===== config.mk =====
export PLATFORM = sky130hd
export DESIGN_NAME = converter_lane_sample_mapper
export DESIGN_NICKNAME = d
export VERILOG_FILES = /design/src/hw/mapper_pkg.sv /design/src/hw/sample_collector.sv /design/src/hw/converter_lane_sample_mapper.sv
export SDC_FILE = /design/constraint.sdc
export NUM_CORES = 2
export LEC_CHECK = 0
export BUFFER_PORTS_ARGS = -buffer_cell sky130_fd_sc_hd__buf_2
export CELL_PAD_IN_SITES_DETAIL_PLACEMENT = 1
export CELL_PAD_IN_SITES_GLOBAL_PLACEMENT = 1
export CORE_MARGIN = 4
export CORE_UTILIZATION = 48
export CTS_BUF_LIST = sky130_fd_sc_hd__clkbuf_2
export CTS_CLUSTER_DIAMETER = 30
export DETAILED_ROUTE_END_ITERATION = 8
export PLACE_DENSITY_LB_ADDON = 0.1
export SLEW_MARGIN = 20
export SYNTH_ARGS = -nofsm -noshare
export SYNTH_HDL_FRONTEND = slang
export SYNTH_HIERARCHICAL = 1
export SYNTH_SLANG_ARGS = --single-unit

===== constraint.sdc =====
create_clock -name SYS_CLK_IN -period 4.82 [get_ports SYS_CLK_IN]
set_input_delay 0.723 -clock SYS_CLK_IN [delete_from_list [all_inputs] [get_ports SYS_CLK_IN]]
set_output_delay 0.723 -clock SYS_CLK_IN [all_outputs]
set_load 0.1 [all_outputs]

===== src/hw/mapper_pkg.sv =====
// Shared constants, mode tables and carrier types of the lane sample mapper.
// Assumes a single 20 MHz frame-rate clock and 12-bit converter samples.
package mapper_pkg;

    // ****************************************************************
    // Widths and timing
    // ****************************************************************
    localparam int CLK_PERIOD_NS = 50;
    localparam int SAMPLE_W = 12;
    localparam int NUM_CH = 4;
    localparam int NUM_LANES = 8;
    localparam int OCTET_W = 8;
    localparam int NIBBLE_W = 4;
    localparam int TEN_W = 10;
    localparam int TAIL_W = 4;
    localparam int LANE_BITS = 64;
    localparam int MAX_SAMPLES = 10;
    localparam int MODE_W = 4;
    localparam int CNT_W = 4;
    localparam int LANES_PER_PAIR = 2;
    localparam int LANES_PER_GROUP = 3;
    localparam int TWO_CH = 2;

    localparam logic [TAIL_W-1:0] TAIL_ZERO = 4'h0;
    localparam logic [MODE_W-1:0] MODE_LAST = 4'h8;
    localparam logic [CNT_W-1:0] LANES_TWO_CH = 4'h4;

    // ****************************************************************
    // Link formats and per-format tables, entry 8 first, entry 0 last
    // ****************************************************************
    typedef enum logic [MODE_W-1:0] {
        FMT_M0 = 4'h0,
        FMT_M1 = 4'h1,
        FMT_M2 = 4'h2,
        FMT_M3 = 4'h3,
        FMT_M4 = 4'h4,
        FMT_M5 = 4'h5,
        FMT_M6 = 4'h6,
        FMT_M7 = 4'h7,
        FMT_M8 = 4'h8
    } link_format_t;

    // Samples per channel per frame.
    localparam logic [8:0][CNT_W-1:0] SAMPLES_TBL =
        {4'h2, 4'h1, 4'h2, 4'h1, 4'h1, 4'h4, 4'h1, 4'h2, 4'hA};
    // Lanes in use.
    localparam logic [8:0][CNT_W-1:0] LANES_TBL =
        {4'h4, 4'h4, 4'h6, 4'h2, 4'h3, 4'h4, 4'h4, 4'h6, 4'h8};
    // Octets per lane frame.
    localparam logic [8:0][CNT_W-1:0] OCTETS_TBL =
        {4'h3, 4'h1, 4'h2, 4'h2, 4'h2, 4'h5, 4'h1, 4'h2, 4'h8};
    // Set where the link uses 64B/66B encoding.
    localparam logic [8:0] ENC64_TBL = 9'h1F0;

    // ****************************************************************
    // Carriers
    // ****************************************************************
    typedef logic [SAMPLE_W-1:0] sample_t;
    typedef sample_t [MAX_SAMPLES-1:0] sample_group_t;
    typedef logic [LANE_BITS-1:0] lane_frame_t;

    typedef struct packed {
        logic valid;
        sample_t [NUM_CH-1:0] sample;
    } sample_set_t;

    typedef struct packed {
        logic valid;
        logic enc_64b66b;
        logic [CNT_W-1:0] octets;
        logic [NUM_LANES-1:0] lane_en;
        lane_frame_t [NUM_LANES-1:0] lane;
    } frame_t;

endpackage


===== src/hw/sample_collector.sv =====
// One channel's sample store: gathers the samples of one frame in time order.
// Assumes samples and controls come from logic on the same clock.
`timescale 1ns/1ps
module sample_collector (
    input wire logic clk_in,
    input wire logic rst_n_in,
    input wire logic restart_in,
    input wire logic valid_in,
    input wire mapper_pkg::sample_t sample_in,
    input wire logic [mapper_pkg::CNT_W-1:0] frame_len_in,
    output mapper_pkg::sample_group_t group_out,
    output logic done_out
);
    import mapper_pkg::*;

    // ****************************************************************
    // Fill state
    // ****************************************************************
    sample_group_t fill_q;
    sample_group_t fill_d;
    sample_group_t group_q;
    logic [CNT_W-1:0] cnt_q;
    logic [CNT_W-1:0] cnt_d;
    logic done_q;
    wire logic len_ok = frame_len_in != '0;
    wire logic last = valid_in && len_ok && (cnt_q == frame_len_in - 1'b1);
    wire logic take = valid_in && !restart_in;

    // Slot n holds sample n, the n-th in time within the frame.
    always_comb begin
        fill_d = fill_q;
        if (cnt_q < CNT_W'(MAX_SAMPLES)) begin
            fill_d[cnt_q] = sample_in;
        end
    end

    // The count wraps straight onto the next frame, so no sample is dropped.
    always_comb begin
        if (restart_in || last) begin
            cnt_d = '0;
        end else if (valid_in) begin
            cnt_d = cnt_q + 1'b1;
        end else begin
            cnt_d = cnt_q;
        end
    end

    always_ff @(posedge clk_in) begin
        if (!rst_n_in) begin
            fill_q <= '0;
            group_q <= '0;
            cnt_q <= '0;
            done_q <= 1'b0;
        end else begin
            cnt_q <= cnt_d;
            done_q <= last && !restart_in;
            if (take) begin
                fill_q <= fill_d;
            end
            if (take && last) begin
                group_q <= fill_d;
            end
        end
    end

    assign group_out = group_q;
    assign done_out = done_q;

endmodule


===== src/hw/converter_lane_sample_mapper.sv =====
// Transport mapper: packs four channels of samples into per-lane frames.
// Assumes one sample set per SAMPLE_IN valid cycle from same-clock logic;
// the format select and channel-count pins are asynchronous straps.
//
// How it works
// - Samples leave MSB first, LSB last.
// - Every tail bit is zero.
// - Sample n is the n-th of its channel.
// - Format 0: five samples per lane, split even/odd.
// - Format 1: six lanes, packed 12-bit pairs.
// - Format 2: one 8-bit sample per lane.
// - Format 3: four 10-bit samples per lane.
// - Format 4: three lanes pack one sample of each channel.
// - Format 5: two lanes of two 8-bit samples.
// - Format 6 packs exactly like format 1.
// - Format 7: one 8-bit sample per lane.
// - Format 8: two 12-bit samples per lane.
// - Use lowest lanes, power down the rest.
`timescale 1ns/1ps
module converter_lane_sample_mapper (
    input wire logic SYS_CLK_IN,
    input wire logic RESET_N_IN,
    input wire logic [mapper_pkg::MODE_W-1:0] LINK_FORMAT_SELECT_IN,
    input wire logic FOUR_CHANNEL_IN,
    input wire mapper_pkg::sample_set_t SAMPLE_IN,
    output mapper_pkg::frame_t FRAME_OUT
);
    import mapper_pkg::*;

    // ****************************************************************
    // Strap synchronisers
    // ****************************************************************
    logic [MODE_W-1:0] fmt_meta_q;
    logic [MODE_W-1:0] fmt_sync_q;
    logic four_meta_q;
    logic four_sync_q;
    logic [MODE_W-1:0] fmt_q;
    logic four_q;

    always_ff @(posedge SYS_CLK_IN) begin
        if (!RESET_N_IN) begin
            fmt_meta_q <= '0;
            fmt_sync_q <= '0;
            four_meta_q <= 1'b0;
            four_sync_q <= 1'b0;
        end else begin
            fmt_meta_q <= LINK_FORMAT_SELECT_IN;
            fmt_sync_q <= fmt_meta_q;
            four_meta_q <= FOUR_CHANNEL_IN;
            four_sync_q <= four_meta_q;
        end
    end

    // A change of format or channel count throws away the partial frame;
    // mixing samples of two layouts in one frame would corrupt both.
    wire logic restart = (fmt_sync_q != fmt_q) || (four_sync_q != four_q);

    always_ff @(posedge SYS_CLK_IN) begin
        if (!RESET_N_IN) begin
            fmt_q <= '0;
            four_q <= 1'b0;
        end else begin
            fmt_q <= fmt_sync_q;
            four_q <= four_sync_q;
        end
    end

    // ****************************************************************
    // Format decode
    // ****************************************************************
    wire logic fmt_ok = fmt_q <= MODE_LAST;
    wire logic [CNT_W-1:0] frame_len =
        fmt_ok ? SAMPLES_TBL[fmt_q] : '0;
    wire logic [CNT_W-1:0] octets =
        fmt_ok ? OCTETS_TBL[fmt_q] : '0;
    wire logic enc64 = fmt_ok && ENC64_TBL[fmt_q];
    wire logic two_ch_m0 = (fmt_q == FMT_M0) && !four_q;
    wire logic [CNT_W-1:0] lanes_used =
        !fmt_ok ? '0 : (two_ch_m0 ? LANES_TWO_CH : LANES_TBL[fmt_q]);
    wire logic take = SAMPLE_IN.valid && fmt_ok;

    logic [NUM_LANES-1:0] lane_en;
    always_comb begin
        for (int l = 0; l < NUM_LANES; l++) begin
            lane_en[l] = l < int'(lanes_used);
        end
    end

    // ****************************************************************
    // Per-channel sample stores
    // ****************************************************************
    sample_group_t grp [NUM_CH];
    logic [NUM_CH-1:0] done;

    genvar ch;
    generate
        for (ch = 0; ch < NUM_CH; ch++) begin : g_ch
            sample_collector u_coll (
                .clk_in(SYS_CLK_IN),
                .rst_n_in(RESET_N_IN),
                .restart_in(restart),
                .valid_in(take),
                .sample_in(SAMPLE_IN.sample[ch]),
                .frame_len_in(frame_len),
                .group_out(grp[ch]),
                .done_out(done[ch])
            );
        end
    endgenerate

    // ****************************************************************
    // Lane packing
    // ****************************************************************
    // Fields are built right-aligned, oldest sample and MSB leftmost, and
    // then shifted so octet 0 sits in the top byte of each lane word.
    lane_frame_t raw [NUM_LANES];
    lane_frame_t packed_lane [NUM_LANES];

    always_comb begin
        int x;
        int y;
        int shift;
        x = 0;
        y = 0;
        shift = LANE_BITS - int'(octets) * OCTET_W;
        for (int l = 0; l < NUM_LANES; l++) begin
            raw[l] = '0;
        end
        case (fmt_q)
            FMT_M0: begin
                for (int c = 0; c < NUM_CH; c++) begin
                    if (c < TWO_CH || four_q) begin
                        x = c * LANES_PER_PAIR;
                        raw[x] = {grp[c][0], grp[c][2], grp[c][4],
                            grp[c][6], grp[c][8], TAIL_ZERO};
                        raw[x + 1] = {grp[c][1], grp[c][3], grp[c][5],
                            grp[c][7], grp[c][9], TAIL_ZERO};
                    end
                end
            end
            FMT_M1, FMT_M6: begin
                for (int g = 0; g < TWO_CH; g++) begin
                    x = g * LANES_PER_PAIR;
                    y = x + 1;
                    raw[g * LANES_PER_GROUP] = lane_frame_t'({grp[x][0],
                        grp[x][1][SAMPLE_W-1 -: NIBBLE_W]});
                    raw[g * LANES_PER_GROUP + 1] = lane_frame_t'({
                        grp[x][1][OCTET_W-1:0],
                        grp[y][0][SAMPLE_W-1 -: OCTET_W]});
                    raw[g * LANES_PER_GROUP + 2] = lane_frame_t'({
                        grp[y][0][NIBBLE_W-1:0], grp[y][1]});
                end
            end
            FMT_M2, FMT_M7: begin
                for (int c = 0; c < NUM_CH; c++) begin
                    raw[c] = lane_frame_t'(
                        grp[c][0][SAMPLE_W-1 -: OCTET_W]);
                end
            end
            FMT_M3: begin
                for (int c = 0; c < NUM_CH; c++) begin
                    raw[c] = lane_frame_t'({
                        grp[c][0][SAMPLE_W-1 -: TEN_W],
                        grp[c][1][SAMPLE_W-1 -: TEN_W],
                        grp[c][2][SAMPLE_W-1 -: TEN_W],
                        grp[c][3][SAMPLE_W-1 -: TEN_W]});
                end
            end
            FMT_M4: begin
                raw[0] = lane_frame_t'({grp[0][0],
                    grp[1][0][SAMPLE_W-1 -: NIBBLE_W]});
                raw[1] = lane_frame_t'({grp[1][0][OCTET_W-1:0],
                    grp[2][0][SAMPLE_W-1 -: OCTET_W]});
                raw[2] = lane_frame_t'({grp[2][0][NIBBLE_W-1:0],
                    grp[3][0]});
            end
            FMT_M5: begin
                raw[0] = lane_frame_t'({
                    grp[0][0][SAMPLE_W-1 -: OCTET_W],
                    grp[1][0][SAMPLE_W-1 -: OCTET_W]});
                raw[1] = lane_frame_t'({
                    grp[2][0][SAMPLE_W-1 -: OCTET_W],
                    grp[3][0][SAMPLE_W-1 -: OCTET_W]});
            end
            FMT_M8: begin
                for (int c = 0; c < NUM_CH; c++) begin
                    raw[c] = lane_frame_t'({grp[c][0],
                        grp[c][1]});
                end
            end
            default: begin
                for (int l = 0; l < NUM_LANES; l++) begin
                    raw[l] = '0;
                end
            end
        endcase
        for (int l = 0; l < NUM_LANES; l++) begin
            if (lane_en[l] && shift < LANE_BITS) begin
                packed_lane[l] = raw[l] << shift;
            end else begin
                packed_lane[l] = '0;
            end
        end
    end

    // ****************************************************************
    // Frame output register
    // ****************************************************************
    // Enabled lane words hold until the next frame, disabled ones clear; lane enables, octet count and
    // encoding follow the applied format continuously.
    frame_t frame_q;
    wire logic frame_done = done[0] && fmt_ok;

    always_ff @(posedge SYS_CLK_IN) begin
        if (!RESET_N_IN) begin
            frame_q <= '0;
        end else begin
            frame_q.valid <= frame_done;
            frame_q.enc_64b66b <= enc64;
            frame_q.octets <= octets;
            frame_q.lane_en <= lane_en;
            for (int l = 0; l < NUM_LANES; l++) begin
                if (frame_done) begin
                    frame_q.lane[l] <= packed_lane[l];
                end else if (!lane_en[l]) begin
                    frame_q.lane[l] <= '0;
                end
            end
        end
    end

    assign FRAME_OUT = frame_q;

endmodule


==> metrics.yaml <==
cts_hold_buf: 162
antenna_found_initial: 65
antenna_left: 0
vias: 83500
initial_core_util_pct: 48.5
grt_use_total_pct: 47.3
clockBufferDepth: 4
portBuffers: 573
period_needed_ns: 4.77
required_ns: 6.69
startpoint_type: "flop"
slew_headroom_pct: 5.10
layout_commonest_cell: "nand2_1"
h-tree-depth: 5
crit_type: "reg -> reg"
die_x_microns: 414
drt_pass1_iterations: 8
min_path_cells: 6
setup_tns_ns: 0
p_leak_uw: 0.0361
overflow: 0
grtUsageMet1_pct: 57.8
cts_buffers: 448
crit_path_end_kind: "flop"
clk_pin_slew_ns: 0.12
fin_nets: 10100
drive_above_1_share_pct: 22.0
drt_iter0_drc: 11200
grt_pass1_vias: 82300
grtUsageMet3_pct: 14.7
syn_avg_cell_area_sq_um: 8.40
worst_r2r_path_depth: 8
dp_slack_ns: 0.588
fin_crit_sh_pct: 98.9
insertion_delay_ns: 2.07
busiest_layer: "met2"
syn_area_sq_um: 79200
worstMarginPinSlew_ns: 1.42
grt_max_degree: 238
cts_tree: "yes"
netlist_instances: 9432
arrival_ns: 6.64
die_area_sq_um: 172000
drt-total-wl_microns: 428000
irDropWorstVdd_v: 0.000287
status: "complete, no violations"
crit_path_max_fanout: 53
wl_per_cell_microns: 34.2
hold_path_class: "in -> reg"
skew_ns: 0.147
synth_warnings: 6
synthToLayoutAreaGrowth_pct: 12.6
ioPinCount: 582
timing.fmax_ghz: 0.210
fin_ws_ns: 0.0536
detail_route.vias_per_cell: 6.68
final_cell_mix: "2361 x nand2_1, 1515 x dfxtp_1, 647 x mux2i_1, 619 x clkbuf_2, 576 x buf_2"
power_density_nw_per_um2: 289
fp.dieH_microns: 414
cts_root_buffer: "clkbuf_2"
hold_viol: 0
routabilityCongestion: 1.03
use_met2_pct: 70.9
grt_pass1_wl_microns: 601000
coreArea_sq_um: 163000
post_cts_buffers: 0
cts_resized: 0
drv_slew: 0
hpwlAfterDp_microns: 288000
clock_sinks: 1520
rows: 148
rsz0062_at_grt: "no"
drc: 0
finalSetupViolCount: 0
maxCapViolCount: 0
## through the flow
| stage | std cells | total power, uW | util (%) | hold WS (ns) | area, sq um |
|---|---|---|---|---|---|
| final | 12500 | 25800 | 54.6 | 0.148 | 89200 |
| after global routing | 12500 | 26600 | 54.6 | 0.117 | 89100 |
| after CTS | 12500 | 25700 | 54.5 | 0.0528 | 89100 |
| after detailed placement | 11500 | 15600 | 51.1 | 0.420 | 83500 |
| after global placement | 11500 | 15600 | 51.1 | 0.417 | 83500 |
| after floorplan | 9439 | 14500 | - | 0.412 | 79200 |
## worst max-delay path, stage by stage (launching register included)
cell and delay, ns:
dfxtp_4 0.64, buf_4 0.44, buf_4 0.53, nor2b_1 0.72
a22oi_1 0.21, o221ai_1 0.84, a2bb2oi_1 0.81, a2bb2oi_1 0.17
o21ai_0 0.16
## metal layers
| layer | vias to the layer above | wire (microns) | share of wire, % |
|---|---|---|---|
| li1 | 34700 | - | - |
| met2 | 5691 | 182000 | 43 |
| met4 | 28 | 35500 | 8.3 |
| met1 | 41400 | 160000 | 37 |
| met3 | 1720 | 49500 | 12 |
| met5 | - | 189 | 0.044 |
## registers in the layout, indices dropped and copies added, names as in the netlist, named ones only
| signal | count |
|---|---|
| four_meta_q | 1 |
| g_ch.u_coll/cnt_q | 16 |
| g_ch.u_coll/fill_q | 480 |
| four_sync_q | 1 |
| g_ch.u_coll/group_out | 480 |
| FRAME_OUT | 518 |
| fmt_meta_q | 4 |
| four_q | 1 |
| fmt_sync_q | 4 |
| fmt_q | 4 |
| g_ch.u_coll/done_out | 1 |
## report_power, final
group          internal (uW)  leakage [uW]  total, uW  switching, uW
Sequential             12600        0.0123      12700           56.6
Clock                   3990       0.00302      10100           6140
Combinational            734        0.0209       3030           2290
Total                  17300        0.0361      25800           8490
## path summary, 6_finish.rpt
path	start	endpoint	slack, ns
max reg2reg	fmt_q[2]	FRAME_OUT[152]	0.05
min reg2reg	four_meta_q	four_sync_q	0.43
min	SAMPLE_IN[48]	g_ch[2].u_coll/cnt_q[0]	0.15
max	fmt_q[2]	FRAME_OUT[152]	0.05
## layout make-up
class | instances | area, sq um
multi-input combinational | 6962 | 45100
timing repair buffer | 995 | 6750
inverter | 51 | 209
sequential | 1520 | 30400
clock buffer | 619 | 3100
antenna | 44 | 110
fill | 19800 | 74100
tap | 2175 | 2720
clock inverter | 132 | 813
Power figures use the tool's default switching activity.
